## src/flash_sec_defines.svh

```systemverilog
// Purpose : constants of the flash security and mass-wipe sequencer
// Assumes : 100 MHz system clock
// Notes   : field codes of the security byte are held here once
//
// Functional notes
// - External wipe erases all flash ignoring guards, then unlocks live and stored.
// - Mass-wipe request flag reads set during external wipe, clears at end.
// - Key check is code 0x45; bytes four to eleven hold the key.
// - Key bytes compare to stored offsets in reversed order per group of four.
// - Key check without backdoor permit sets access error, no compare.
// - Matching key sets lock-state field to unsecure.
// - After a mismatch every later key check aborts with access error until reset.
// - All-zero or all-one key fails with access error.
// - Command-done flag sets again when key check ends, any outcome.
// - Code 0x49 launch erases all flash then verifies it.
// - Wipe-unlock pass unlocks live and stored; failure sets verify-fail; done sets.
// - Wipe-unlock in a forbidden mode or state reports access error; the code admits 0x49 in every mode and security state.
// - Special mode while secured allows only the wipe and blank-check commands.
// - Reset loads the live security register from the stored byte.
// - Programming the stored byte changes live state only after next reset.
// - Key success alters only the live register, nothing stored.
// - Reset sequence loads registers, holds done low, sets it at the end.
// - Processor access stalls during the reset sequence.
// - Reset aborts any running command; it never resumes.
// - Code 0x44 aborts with guard violation if any region is protected.
`ifndef FLASH_SEC_DEFINES_SVH
`define FLASH_SEC_DEFINES_SVH

// ----------------------------------------------------------------------
// command codes and byte positions
// ----------------------------------------------------------------------
`define CMD_BLANK_CHECK_ALL 8'h40
`define CMD_WIPE_ALL        8'h44
`define CMD_KEY_CHECK       8'h45
`define CMD_WIPE_UNLOCK     8'h49
`define CMD_BYTE_COUNT      12
`define KEY_FIRST_BYTE      4
`define KEY_BYTE_COUNT      8

// ----------------------------------------------------------------------
// security byte layout and codes
// ----------------------------------------------------------------------
`define SEC_LOCK_LSB        0
`define SEC_FACTORY_LSB     2
`define SEC_WIPE_PERMIT_LSB 4
`define SEC_BACKDOOR_LSB    6
`define SEC_UNSECURE        2'h2
`define SEC_BACKDOOR_ON     2'h2
`define SEC_RESET_VALUE     8'hFF
`define GUARD_RESET_VALUE   32'hFFFFFFFF
`define OPTION_RESET_VALUE  8'hFF

// ----------------------------------------------------------------------
// timing
// ----------------------------------------------------------------------
`define CLK_PERIOD_NS       10
`define RST_SEQ_NS          80
`define RST_SEQ_CYCLES      ((`RST_SEQ_NS + `CLK_PERIOD_NS - 1) / `CLK_PERIOD_NS)

`endif

```

## src/flash_sec_pkg.sv

```systemverilog
// Purpose : types of the flash security and mass-wipe sequencer
// Assumes : constants come from flash_sec_defines.svh
// Notes   : the whole sequencer state is one packed struct
package flash_sec_pkg;

    // ------------------------------------------------------------------
    // sequencer states and array operations
    // ------------------------------------------------------------------
    typedef enum logic [2:0] {
        ST_RESET,
        ST_IDLE,
        ST_KEY,
        ST_ERASE,
        ST_PROG,
        ST_FINISH
    } seq_state_t;

    typedef enum logic [1:0] {
        OP_NONE,
        OP_ERASE_ALL,
        OP_PROG_SEC
    } array_op_t;

    // ------------------------------------------------------------------
    // status flags and whole state
    // ------------------------------------------------------------------
    typedef struct packed {
        logic access_error;
        logic guard_violation;
        logic verify_fail;
        logic command_done;
        logic mass_wipe_request;
    } status_flags_t;

    typedef struct packed {
        seq_state_t    state;
        logic [3:0]    rst_cnt;
        logic          hold;
        status_flags_t flags;
        logic [7:0]    prot_state;
        logic [31:0]   guard;
        logic [7:0]    option;
        logic          key_locked;
        logic          program_sec;
        array_op_t     op;
        logic [1:0]    wipe_sync;
        logic          wipe_prev;
    } seq_regs_t;

endpackage

```

## src/cmd_byte_store.sv

```systemverilog
// Purpose : holds the twelve command parameter bytes
// Assumes : writer is on the system clock
// Notes   : reads come straight from the storage flops
`timescale 1ns/1ns
`include "flash_sec_defines.svh"
module cmd_byte_store (
    // clock and reset
    input  wire logic        clk_i,
    input  wire logic        sys_rst_i,
    input  wire logic        clk_en_i,
    // write side
    input  wire logic        wr_en_i,
    input  wire logic [3:0]  wr_idx_i,
    input  wire logic [7:0]  wr_data_i,
    // read side
    output logic      [95:0] bytes_o
);
    logic [95:0] store;
    logic [95:0] next_store;

    // byte lane update; indices past the last byte are dropped
    always_comb begin
        next_store = store;
        if (wr_en_i && (wr_idx_i < 4'(`CMD_BYTE_COUNT))) begin
            next_store[8*wr_idx_i +: 8] = wr_data_i;
        end
    end

    // cleared at reset so byte zero never holds a wipe code by accident
    always_ff @(posedge clk_i or posedge sys_rst_i) begin
        if (sys_rst_i) begin
            store <= 96'h0;
        end else if (clk_en_i) begin
            store <= next_store;
        end
    end

    assign bytes_o = store;
endmodule

```

## src/key_checker.sv

```systemverilog
// Purpose : compares a candidate backdoor key with the stored key
// Assumes : stored key byte at offset n sits at bits 8n+7..8n
// Notes   : purely combinational; the inputs are stable while it is read
`timescale 1ns/1ns
`include "flash_sec_defines.svh"
module key_checker (
    // candidate key, key byte zero in the low byte
    input  wire logic [63:0] cand_i,
    // stored key by field offset
    input  wire logic [63:0] stored_i,
    // results
    output logic             match_o,
    output logic             all_zero_o,
    output logic             all_ones_o
);
    logic [7:0] byte_eq;

    // each group of four bytes is compared in reversed order
    genvar k;
    generate
        for (k = 0; k < `KEY_BYTE_COUNT; k++) begin : g_byte
            localparam int OFS = (k < 4) ? (3 - k) : (11 - k);
            assign byte_eq[k] = (cand_i[8*k +: 8] == stored_i[8*OFS +: 8]);
        end
    endgenerate

    assign match_o    = &byte_eq;
    assign all_zero_o = (cand_i == 64'h0);
    assign all_ones_o = (cand_i == 64'hFFFFFFFFFFFFFFFF);
endmodule

```

## src/flash_security_unlock_erase.sv

```systemverilog
// Purpose : security, backdoor key check and mass-wipe sequencer of the flash controller
// Assumes : array, mode and configuration inputs are on clk_i; external wipe pin is not
// Notes   : launch_i is the write that clears the command-done flag
`timescale 1ns/1ns
`include "flash_sec_defines.svh"
module flash_security_unlock_erase
    import flash_sec_pkg::*;
(
    // clock, reset, enable
    input  wire logic        clk_i,
    input  wire logic        sys_rst_i,
    input  wire logic        clk_en_i,
    // command parameter bytes and launch
    input  wire logic        cmd_wr_i,
    input  wire logic [3:0]  cmd_wr_idx_i,
    input  wire logic [7:0]  cmd_wr_data_i,
    input  wire logic        launch_i,
    // write-one-to-clear strobes of the status flags
    input  wire logic        clr_access_error_i,
    input  wire logic        clr_guard_violation_i,
    input  wire logic        clr_verify_fail_i,
    // mode and external wipe trigger
    input  wire logic        special_mode_i,
    input  wire logic        ext_wipe_i,
    // stored configuration field
    input  wire logic [7:0]  cfg_security_byte_i,
    input  wire logic [63:0] cfg_key_i,
    input  wire logic [31:0] cfg_guard_i,
    input  wire logic [7:0]  cfg_option_i,
    input  wire logic        any_region_guarded_i,
    // flash array engine
    input  wire logic        array_done_i,
    input  wire logic        array_pass_i,
    output array_op_t        array_op_o,
    // status
    output logic             command_done_flag_o,
    output logic             access_error_flag_o,
    output logic             guard_violation_flag_o,
    output logic             verify_fail_flag_o,
    output logic             mass_wipe_request_flag_o,
    output logic [7:0]       protection_state_reg_o,
    output logic [31:0]      write_guard_regs_o,
    output logic [7:0]       boot_option_reg_o,
    output logic             cpu_hold_o
);
    // ------------------------------------------------------------------
    // constants and state
    // ------------------------------------------------------------------
    localparam logic [3:0] RST_LAST = 4'(`RST_SEQ_CYCLES - 1);

    localparam seq_regs_t RESET_REGS = '{
        state:       ST_RESET,
        rst_cnt:     4'h0,
        hold:        1'b1,
        flags:       '0,
        prot_state:  `SEC_RESET_VALUE,
        guard:       `GUARD_RESET_VALUE,
        option:      `OPTION_RESET_VALUE,
        key_locked:  1'b0,
        program_sec: 1'b0,
        op:          OP_NONE,
        wipe_sync:   2'h0,
        wipe_prev:   1'b0
    };

    seq_regs_t   s;
    seq_regs_t   next_s;
    logic [95:0] cmd_bytes;
    logic [7:0]  cmd_zero;
    logic        key_match;
    logic        key_all_zero;
    logic        key_all_ones;
    logic        unsecure;
    logic        allowed;
    logic        launch_ok;
    logic        wipe_rise;

    // ------------------------------------------------------------------
    // command bytes and key compare
    // ------------------------------------------------------------------
    cmd_byte_store u_store (
        .clk_i     (clk_i),
        .sys_rst_i (sys_rst_i),
        .clk_en_i  (clk_en_i),
        .wr_en_i   (cmd_wr_i && s.flags.command_done),
        .wr_idx_i  (cmd_wr_idx_i),
        .wr_data_i (cmd_wr_data_i),
        .bytes_o   (cmd_bytes)
    );

    key_checker u_key (
        .cand_i     (cmd_bytes[8*`KEY_FIRST_BYTE +: 64]),
        .stored_i   (cfg_key_i),
        .match_o    (key_match),
        .all_zero_o (key_all_zero),
        .all_ones_o (key_all_ones)
    );

    // ------------------------------------------------------------------
    // command qualification
    // ------------------------------------------------------------------
    assign cmd_zero  = cmd_bytes[7:0];
    assign unsecure  = (s.prot_state[`SEC_LOCK_LSB +: 2] == `SEC_UNSECURE);
    // secured special mode admits only the wipe and blank-check codes
    assign allowed   = !special_mode_i || unsecure ||
                       (cmd_zero == `CMD_WIPE_ALL) ||
                       (cmd_zero == `CMD_WIPE_UNLOCK) ||
                       (cmd_zero == `CMD_BLANK_CHECK_ALL);
    // an external wipe edge in the same cycle takes priority over a launch
    assign launch_ok = launch_i && s.flags.command_done && (s.state == ST_IDLE) && !wipe_rise;
    // edge of the synchronised pin; only the second stage is looked at
    assign wipe_rise = s.wipe_sync[1] && !s.wipe_prev;

    // ------------------------------------------------------------------
    // next state
    // ------------------------------------------------------------------
    always_comb begin
        next_s           = s;
        next_s.wipe_sync = {s.wipe_sync[0], ext_wipe_i};
        next_s.wipe_prev = s.wipe_sync[1];
        // clears first, so a hardware set below in the same cycle wins
        if (clr_access_error_i) begin
            next_s.flags.access_error = 1'b0;
        end
        if (clr_guard_violation_i) begin
            next_s.flags.guard_violation = 1'b0;
        end
        if (clr_verify_fail_i) begin
            next_s.flags.verify_fail = 1'b0;
        end
        case (s.state)
            ST_RESET: begin
                next_s.hold               = 1'b1;
                next_s.flags.command_done = 1'b0;
                if (s.rst_cnt == RST_LAST) begin
                    next_s.prot_state         = cfg_security_byte_i;
                    next_s.guard              = cfg_guard_i;
                    next_s.option             = cfg_option_i;
                    next_s.hold               = 1'b0;
                    next_s.flags.command_done = 1'b1;
                    next_s.state              = ST_IDLE;
                end else begin
                    next_s.rst_cnt = s.rst_cnt + 4'h1;
                end
            end
            ST_IDLE: begin
                if (wipe_rise && s.flags.command_done) begin
                    // the requester keeps byte zero off the wipe-all code
                    next_s.flags.mass_wipe_request = 1'b1;
                    next_s.flags.command_done      = 1'b0;
                    next_s.program_sec             = 1'b1;
                    next_s.op                      = OP_ERASE_ALL;
                    next_s.state                   = ST_ERASE;
                end else if (launch_ok) begin
                    next_s.flags.command_done = 1'b0;
                    next_s.state              = ST_FINISH;
                    case (cmd_zero)
                        `CMD_KEY_CHECK: begin
                            if (!allowed || s.key_locked ||
                                (s.prot_state[`SEC_BACKDOOR_LSB +: 2] != `SEC_BACKDOOR_ON) ||
                                key_all_zero || key_all_ones) begin
                                next_s.flags.access_error = 1'b1;
                            end else begin
                                next_s.state = ST_KEY;
                            end
                        end
                        `CMD_WIPE_UNLOCK: begin
                            if (!allowed) begin
                                next_s.flags.access_error = 1'b1;
                            end else begin
                                next_s.program_sec = 1'b1;
                                next_s.op          = OP_ERASE_ALL;
                                next_s.state       = ST_ERASE;
                            end
                        end
                        `CMD_WIPE_ALL: begin
                            if (!allowed) begin
                                next_s.flags.access_error = 1'b1;
                            end else if (any_region_guarded_i) begin
                                next_s.flags.guard_violation = 1'b1;
                            end else begin
                                next_s.program_sec = 1'b0;
                                next_s.op          = OP_ERASE_ALL;
                                next_s.state       = ST_ERASE;
                            end
                        end
                        default: begin
                            // codes handled elsewhere in the controller
                            next_s.flags.access_error = 1'b1;
                        end
                    endcase
                end
            end
            ST_KEY: begin
                // only the live register moves; stored byte, keys and guards stay
                if (key_match) begin
                    next_s.prot_state[`SEC_LOCK_LSB +: 2] = `SEC_UNSECURE;
                end else begin
                    next_s.key_locked         = 1'b1;
                    next_s.flags.access_error = 1'b1;
                end
                next_s.state = ST_FINISH;
            end
            ST_ERASE: begin
                if (array_done_i) begin
                    next_s.op    = OP_NONE;
                    next_s.state = ST_FINISH;
                    if (!array_pass_i) begin
                        next_s.flags.verify_fail = 1'b1;
                    end else if (s.program_sec) begin
                        next_s.op    = OP_PROG_SEC;
                        next_s.state = ST_PROG;
                    end else begin
                        next_s.prot_state[`SEC_LOCK_LSB +: 2] = `SEC_UNSECURE;
                    end
                end
            end
            ST_PROG: begin
                if (array_done_i) begin
                    next_s.op    = OP_NONE;
                    next_s.state = ST_FINISH;
                    if (array_pass_i) begin
                        next_s.prot_state[`SEC_LOCK_LSB +: 2] = `SEC_UNSECURE;
                    end else begin
                        next_s.flags.verify_fail = 1'b1;
                    end
                end
            end
            ST_FINISH: begin
                next_s.flags.command_done      = 1'b1;
                next_s.flags.mass_wipe_request = 1'b0;
                next_s.program_sec             = 1'b0;
                next_s.state                   = ST_IDLE;
            end
            default: begin
                next_s = RESET_REGS;
            end
        endcase
    end

    // reset drops any running operation and restarts the load sequence
    always_ff @(posedge clk_i or posedge sys_rst_i) begin
        if (sys_rst_i) begin
            s <= RESET_REGS;
        end else if (clk_en_i) begin
            s <= next_s;
        end
    end

    // ------------------------------------------------------------------
    // outputs, all straight from the state flops
    // ------------------------------------------------------------------
    assign array_op_o               = s.op;
    assign command_done_flag_o      = s.flags.command_done;
    assign access_error_flag_o      = s.flags.access_error;
    assign guard_violation_flag_o   = s.flags.guard_violation;
    assign verify_fail_flag_o       = s.flags.verify_fail;
    assign mass_wipe_request_flag_o = s.flags.mass_wipe_request;
    assign protection_state_reg_o   = s.prot_state;
    assign write_guard_regs_o       = s.guard;
    assign boot_option_reg_o        = s.option;
    assign cpu_hold_o               = s.hold;
endmodule

```

## config.mk

```make
export PLATFORM = sky130hd
export DESIGN_NAME = flash_security_unlock_erase
export DESIGN_NICKNAME = d
export VERILOG_FILES = /design/src/flash_sec_pkg.sv /design/src/cmd_byte_store.sv /design/src/key_checker.sv /design/src/flash_security_unlock_erase.sv
export VERILOG_INCLUDE_DIRS = /design/src
export SDC_FILE = /design/constraint.sdc
export NUM_CORES = 1
export LEC_CHECK = 0
export BUFFER_PORTS_ARGS = -buffer_cell sky130_fd_sc_hd__buf_4
export CAP_MARGIN = 20
export CELL_PAD_IN_SITES_DETAIL_PLACEMENT = 1
export CELL_PAD_IN_SITES_GLOBAL_PLACEMENT = 1
export CORE_UTILIZATION = 41
export DETAILED_ROUTE_END_ITERATION = 10
export PLACE_DENSITY = 0.77
export SLEW_MARGIN = 20
export SYNTH_ARGS = -nofsm -noshare
export SYNTH_HDL_FRONTEND = slang
export SYNTH_SLANG_ARGS = --single-unit
```

## constraint.sdc

```tcl
create_clock -name clk_i -period 6.7 [get_ports clk_i]
set_clock_uncertainty 0.05 [all_clocks]
set_input_delay 1.34 -clock clk_i [delete_from_list [all_inputs] [get_ports clk_i]]
set_output_delay 1.34 -clock clk_i [all_outputs]
set_load 0.01 [all_outputs]
```

==> metrics, run 1 <==
GP Congestion 0.9206; Syn Nets 860; Async SR Flop Fraction 100.0%; Avg Cell Area, Syn between 10 and 15 um2; Yosys reg bits 140; Slew Viols, Final 0; Synth top cells by count nand2_1 (100), dfrtp_1 (91), o21ai_0 (66); Worst-path clk slew 0.06 ns; Resize count post-CTS 0; Post-synth EDFFs 0; Cells after Synth 720; critical path required time 6.95 ns; WP depth 5; TritonCTS Buffers 17; CP Launch Point cmd_wr_idx_i[0]; relative slew slack between 30 and 40%; Synth cell types 55; Tot GR Track Use a little over a quarter; total gr overflow 0; first-pass GRT wire length between 30000 and 40000 um; cts hold-fix bufs 0; clock latency at the later pin of the worst-skew pair around 0.42 ns; Placed Area approximately 8600 um2; Synth Cell Area between 7000 and 8000 um2; Setup crit end kind register; share of the synthesized area in the top cell type 31.09%; Clock Sinks 140; Routed Antenna Nets 0; initial antenna violation count 0; Main synth FF type dfrtp_1; dpl ws 2.880 ns; share of the yosys chip area belonging to registers about half; final net count 999; fill cell count a little under 2000; CP arrival about 3.8 ns; RSZ-0062 raised after global routing false; drt via density around 5.7; CTS Buffer Depth 2; post-route setup slack between 3 and 4 ns; Hold Slack around 0.43 ns; DRT Pass-1 Iters 7; r2r setup slk 4.00 ns; IO Port Bufs about 190; Layout Cell Area excl Fill just over 9000 um2; Final Hold Fails 0; P&R area growth vs syn 25.57%; status finished clean; FF-to-FF End array_op_o[0]$_DFFE_PP0P_; yosys warns 0; final worst path period share between 50% and 60%; Core ar. 17360 um2; leakage roughly 0.0042 uW; row cnt 48; Initial DRC Count 354; die height 135.7 um; CP bufs+invs 1; vias a little over 6000; Slew @ Worst Pin roughly 1.0 ns; I/O Pins ~190; max incr delay on CP approximately 0.86 ns; post-route setup TNS 0 ns; kind of critical path input pin to register; Power Dens Cells around 350 nW/um2; Worst R2R Path Depth 6; number of max-cap violations 0; crit-path cells buf_4 -> nor3_1 -> a21oi_1 -> nand4_1 -> o21ai_0; r2r startpoint s[65]$_DFFE_PP0P_; Slowest-stage cell, CP nand4_1; Hold Path Class register to register; CTS root buf clkbuf_16; startpoint types input pin; min Tclk post-route between 3 and 4 ns; Starting Density 42.20%; count leader, synth nand2_1; post-CTS setup buffers 0; CTS tree yes; Setup violations, final 0; die width 135.7 um; end point of the critical path u_store.bytes_o[83]$_DFFE_PP0P_; final core occ between 50% and 60%; Area contributors post-synth dfrtp_1 (31%), dfstp_2 (18%), xor2_1 (7.8%), o22a_1 (5.5%), buf_4 (5.1%); drt wl/cell ~22 um; worst-path fanout max 17; worst vdd ir ~0.18 mV; vias in the first global route 6593; # H-tree levels 4; Antenna Cells 0; Worst path top cell family by delay compound AO/OA/AOI/OAI gates; Die ar. 18400 um2; pin count of the biggest net entering global routing 92; post-synth top area cell dfrtp_1; post-DP HPWL approximately 18000 um; wirelength, routed approximately 24000 um; maximum clock frequency around 0.28 GHz; DR DRC count 0; ratio of cells with drive above 1 in the final layout between 30% and 40%
[cells in the final DEF (no fill, tap or decap), types with 5 or more instances in the layout]
cell / instances
mux2_2: 17
a22o_1: 6
xor2_1: 65
buf_4: 195
o21ai_0: 66
nand4_1: 30
inv_1: 24
nor3_1: 8
a21oi_1: 8
and2_1: 6
nand3_1: 6
nor2_1: 12
nor4_1: 38
mux2i_1: 10
clkbuf_16: 19
inv_6: 5
o22a_1: 46
dfrtp_1: 91
dfstp_2: 49
nand2_1: 100
[through the flow]
step	total power, uW	std cells
floorplan	2006	720
global placement	2241	1065
detailed placement	2294	1065
CTS	3257	1097
global route	3396	1097
finish	3227	1097
[cell families after synthesis]
family / count (synthesis) / synth area share (%)
buffers and inverters: 100 / 7.807
xor gates and xnor gates: 66 / 7.892
adders and majority gates: 3 / 0.5125
DFF: 140 / 48.67
and+or+nand+nor: 233 / 17.25
AOI/OAI and AO/OA: 151 / 13.89
muxes: 27 / 3.980
[worst min-delay path by stage]
stage          slack (ns)                            from  cells after the start                        endpoint
2_1_floorplan        0.39  u_store.bytes_o[6]$_DFFE_PP0P_                      2  u_store.bytes_o[6]$_DFFE_PP0P_
3_3_place_gp         0.41  u_store.bytes_o[6]$_DFFE_PP0P_                      2  u_store.bytes_o[6]$_DFFE_PP0P_
3_5_place_dp         0.42          cpu_hold_o$_DFFE_PP1P_                      2          cpu_hold_o$_DFFE_PP1P_
4_1_cts              0.43          cpu_hold_o$_DFFE_PP1P_                      2          cpu_hold_o$_DFFE_PP1P_
5_1_grt              0.47                s[1]$_DFFE_PP0P_                      1                s[1]$_DFFE_PP0P_
6_report             0.43          cpu_hold_o$_DFFE_PP1P_                      2          cpu_hold_o$_DFFE_PP1P_
[layout make-up]
| type | instances | area (um2) | share of cell area, % |
|---|---|---|---|
| Clock buffer | 20 | 479.2 | 5.210 |
| Clock inverter | 12 | 121.4 | 1.320 |
| Inverter | 25 | 98.84 | 1.075 |
| Multi-Input combinational cell | 480 | 3188 | 34.66 |
| Sequential cell | 140 | 3565 | 38.76 |
| Tap cell | 225 | 281.5 | 3.061 |
| Timing Repair Buffer | 195 | 1464 | 15.92 |
[worst min-delay path: stages (launching register included)]
cell,delay [ns]
dfstp_2,0.37
inv_1,0.04
a21boi_0,0.07
[registers in the layout, indices dropped and copies added, names as in the netlist]
register	cells
verify_fail_flag_o	1
command_done_flag_o	1
boot_option_reg_o	8
cpu_hold_o	1
s	12
protection_state_reg_o	8
array_op_o	2
access_error_flag_o	1
guard_violation_flag_o	1
u_store.bytes_o	72
mass_wipe_request_flag_o	1
write_guard_regs_o	32
[routing by layer]
metal  vias up  share of wire (%)  GRT usage, %
met2       239                 50         44.90
met1      3111                 43         34.47
met4         0                2.3         9.488
met3        43                5.4         3.891
li1       2831                  -             -
met5         -                  0             0
[report_power, final]
| part | total [uW] | switching (uW) | internal (uW) | leakage (uW) |
|---|---|---|---|---|
| Combinational | 922 | 429 | 493 | 0.00218 |
| Sequential | 1350 | 190 | 1160 | 0.00171 |
| Clock | 953 | 387 | 565 | 0.000299 |
| Total | 3230 | 1010 | 2220 | 0.00419 |
Note: power is estimated with default switching activity, not from simulation.
==> inputs of run 2 (changes only) <==
--- a/config.mk
+++ b/config.mk
@@ -6,13 +6,14 @@
 export SDC_FILE = /design/constraint.sdc
 export NUM_CORES = 1
 export LEC_CHECK = 0
+export ABC_AREA = 1
 export BUFFER_PORTS_ARGS = -buffer_cell sky130_fd_sc_hd__buf_4
 export CAP_MARGIN = 20
 export CELL_PAD_IN_SITES_DETAIL_PLACEMENT = 1
 export CELL_PAD_IN_SITES_GLOBAL_PLACEMENT = 1
-export CORE_UTILIZATION = 41
+export CORE_UTILIZATION = 36
 export DETAILED_ROUTE_END_ITERATION = 10
-export PLACE_DENSITY = 0.77
+export PLACE_DENSITY = 0.73
 export SLEW_MARGIN = 20
 export SYNTH_ARGS = -nofsm -noshare
 export SYNTH_HDL_FRONTEND = slang
==> constraint.sdc (replaced) <==
create_clock -name clk_i -period 3.28 [get_ports clk_i]
set_clock_uncertainty 0.05 [all_clocks]
set_input_delay 0.656 -clock clk_i [delete_from_list [all_inputs] [get_ports clk_i]]
set_output_delay 0.656 -clock clk_i [all_outputs]
set_load 0.01 [all_outputs]
==> metrics, run 2 <==
status finished clean (unchanged); Largest register FFs 72 (unchanged); maximum clock frequency 0.3992 GHz; post-CTS setup buffers 0 (unchanged); Post-synth EDFFs 0 (unchanged); critical path required time 3.54 ns (was 6.95 ns); IO Port Bufs 192 (unchanged); vias in the first global route 6779 (was 6593); die width 147.3 um (was 135.7 um); GR Util met3 3.944% (was 3.891%); Synth cell types 38 (was 55); relative slew slack 54.13% (was 32.43%); Cells after Synth 897 (was 720); CTS Buffer Depth 2 (unchanged); wirelength, routed 23150 um (was 23700 um); Area contributors post-synth dfrtp_1 (30%), dfstp_2 (17%), nand2_1 (9.7%), xor2_1 (6.3%), nor2_1 (6.3%) (was dfrtp_1 (31%), dfstp_2 (18%), xor2_1 (7.8%), o22a_1 (5.5%), buf_4 (5.1%)); Routed Antenna Nets 0 (unchanged); Worst R2R Path Depth 10 (was 6); CTS tree yes (unchanged); die height 147.3 um (was 135.7 um); I/O Pins 193 (unchanged); final worst path period share ~76%; Synth Cell Area 7599 um2 (was 7325 um2); initial antenna violation count 0 (unchanged); vias 6710 (was 6224); most frequent cells in the layout buf_4 (201), nand2_1 (196), nor2_1 (126), dfrtp_1 (91), inv_1 (66) (was buf_4 (195), nand2_1 (100), dfrtp_1 (91), o21ai_0 (66), xor2_1 (65)); # H-tree levels 4 (unchanged); ratio of cells with drive above 1 in the final layout 28.65% (was 35.32%); Power Dens Cells 672.1 nW/um2 (was 350.9 nW/um2); Clock Sinks 140 (unchanged); Main synth FF type dfrtp_1 (unchanged); kind of critical path input pin to register (unchanged); Slew @ Worst Pin 0.6866 ns (was 1.014 ns); leakage 0.004506 uW (was 0.004185 uW); clock latency at the later pin of the worst-skew pair 0.43 ns (was 0.42 ns); Starting Density 37.08% (was 42.20%); post-route setup slack 0.7749 ns (was 3.134 ns); Setup crit end kind register (unchanged); drt wl/cell 17.48 um (was 21.60 um); min Tclk post-route 2.505 ns; FF-to-FF End protection_state_reg_o[7]$_DFFE_PP1P_ (was array_op_o[0]$_DFFE_PP0P_); most common cell after layout, fill and taps aside buf_4 (unchanged); TritonCTS Buffers 17 (unchanged); DR DRC count 0 (unchanged); Tot GR Track Use 22.05% (was 26.56%); Hold Path Class input pin to async pin (was register to register); total gr overflow 0 (unchanged); yosys warns 0 (unchanged); number of max-cap violations 0 (unchanged); r2r setup slk 1.00 ns (was 4.00 ns); CP arrival 2.76 ns (was 3.81 ns); Die ar. 21690 um2 (was 18400 um2); share of the yosys chip area belonging to registers 46.91% (was 48.67%); RSZ-0062 raised after global routing false (unchanged); final net count 1181 (was 999); CTS root buf clkbuf_16 (unchanged); Syn Nets 1037 (was 860); post-DP HPWL 17580 um (was 18120 um); Antenna Cells 0 (unchanged); worst vdd ir 0.3541 mV (was 0.1768 mV); drt via density 5.068 (was 5.674); Yosys reg bits 140 (unchanged); Async SR Flop Fraction 100.0% (unchanged); pin count of the biggest net entering global routing 48 (was 92); dpl ws 0.3469 ns (was 2.880 ns); GP Congestion 0.8339 (was 0.9206); Avg Cell Area, Syn 8.471 um2 (was 10.17 um2); Worst-path clk slew 0.06 ns (about the same); Setup violations, final 0 (unchanged); M1 GR Usage 28.94% (was 34.47%); Synth top cells by count nand2_1 (196), nor2_1 (127), dfrtp_1 (91) (was nand2_1 (100), dfrtp_1 (91), o21ai_0 (66)); met2 Use GR 37.05% (was 44.90%); layer with the highest usage met2 (unchanged); P&R area growth vs syn 25.67% (was 25.57%); share of the synthesized area in the top cell type 29.97% (was 31.09%); worst-path fanout max 15 (was 17); cts hold-fix bufs 0 (unchanged); Final Hold Fails 0 (unchanged); Core ar. 20490 um2 (was 17360 um2); DRT Pass-1 Iters 6 (was 7); Resize count post-CTS 0 (unchanged); post-synth top area cell dfrtp_1 (unchanged); count leader, synth nand2_1 (unchanged); startpoint types input pin (unchanged); first-pass GRT wire length 36810 um (was 36540 um); post-route setup TNS 0 ns (unchanged); Initial DRC Count 345 (was 354); r2r startpoint s[67]$_DFFE_PP0P_ (was s[65]$_DFFE_PP0P_); row cnt 52 (was 48); Slew Viols, Final 0 (unchanged)
==> run 2: worst max path at each step <==
stage / startpoint / to / slack, ns / depth (start not counted)
CTS: cmd_wr_idx_i[0] / u_store.bytes_o[44]$_DFFE_PP0P_ / 0.78 / 9
finish: cmd_wr_idx_i[0] / u_store.bytes_o[44]$_DFFE_PP0P_ / 0.77 / 9
global route: cmd_wr_idx_i[0] / u_store.bytes_o[44]$_DFFE_PP0P_ / 0.54 / 9
floorplan: cmd_wr_idx_i[0] / u_store.bytes_o[0]$_DFFE_PP0P_ / 0.68 / 11
global placement: cmd_wr_idx_i[0] / u_store.bytes_o[44]$_DFFE_PP0P_ / 0.51 / 9
detailed placement: cmd_wr_idx_i[0] / u_store.bytes_o[44]$_DFFE_PP0P_ / 0.35 / 9
==> run 2: critical path: stages <==
cell,delay [ns]
buf_4,0.15
nor3_1,0.38
ha_1,0.24
inv_1,0.07
nor2_1,0.10
inv_1,0.15
nor3_4,0.29
nand2_1,0.34
o41ai_1,0.38
==> run 2: area by class of cell <==
cell class	instances	area, um2
clock buffer	18	429.2
tap	270	337.8
inverter	71	270.3
sequential	140	3565
clock inverter	14	157.7
fill	2477	10950
multi-input combinational	608	3241
timing repair buffer	203	1549
==> run 2: through the flow <==
stage,hold slack (ns),instances,instance area [um2],utilization (%),power (uW)
final,0.2885,1324,9549,46.59,6418
after global routing,0.3267,1324,9549,46.59,6815
after CTS,0.2973,1324,9549,46.59,6483
after detailed placement,0.4177,1292,8962,43.73,4514
after global placement,0.4173,1292,8962,43.73,4451
after floorplan,0.4017,897,7602,-,3902
==> run 2: kinds of logic after synthesis <==
logic type	share of synthesized area (%)
XOR/XNOR	6.916
AND/OR/NAND/NOR	21.04
AO/OA/AOI/OAI	14.16
buffers and inverters	10.47
flip-flops	46.91
adder cells (fa/ha/maj)	0.4940
==> run 2: power by group <==
group / total [uW] / switching, uW / internal, uW
Clock: 1940 / 805 / 1140
Sequential: 2560 / 331 / 2230
Combinational: 1920 / 1070 / 853
==> run 2: per-layer routing <==
layer	up-vias	routed length, um
li1	3227	-
met1	3284	10300
met2	178	11400
met3	21	1161
met4	0	284
met5	-	0
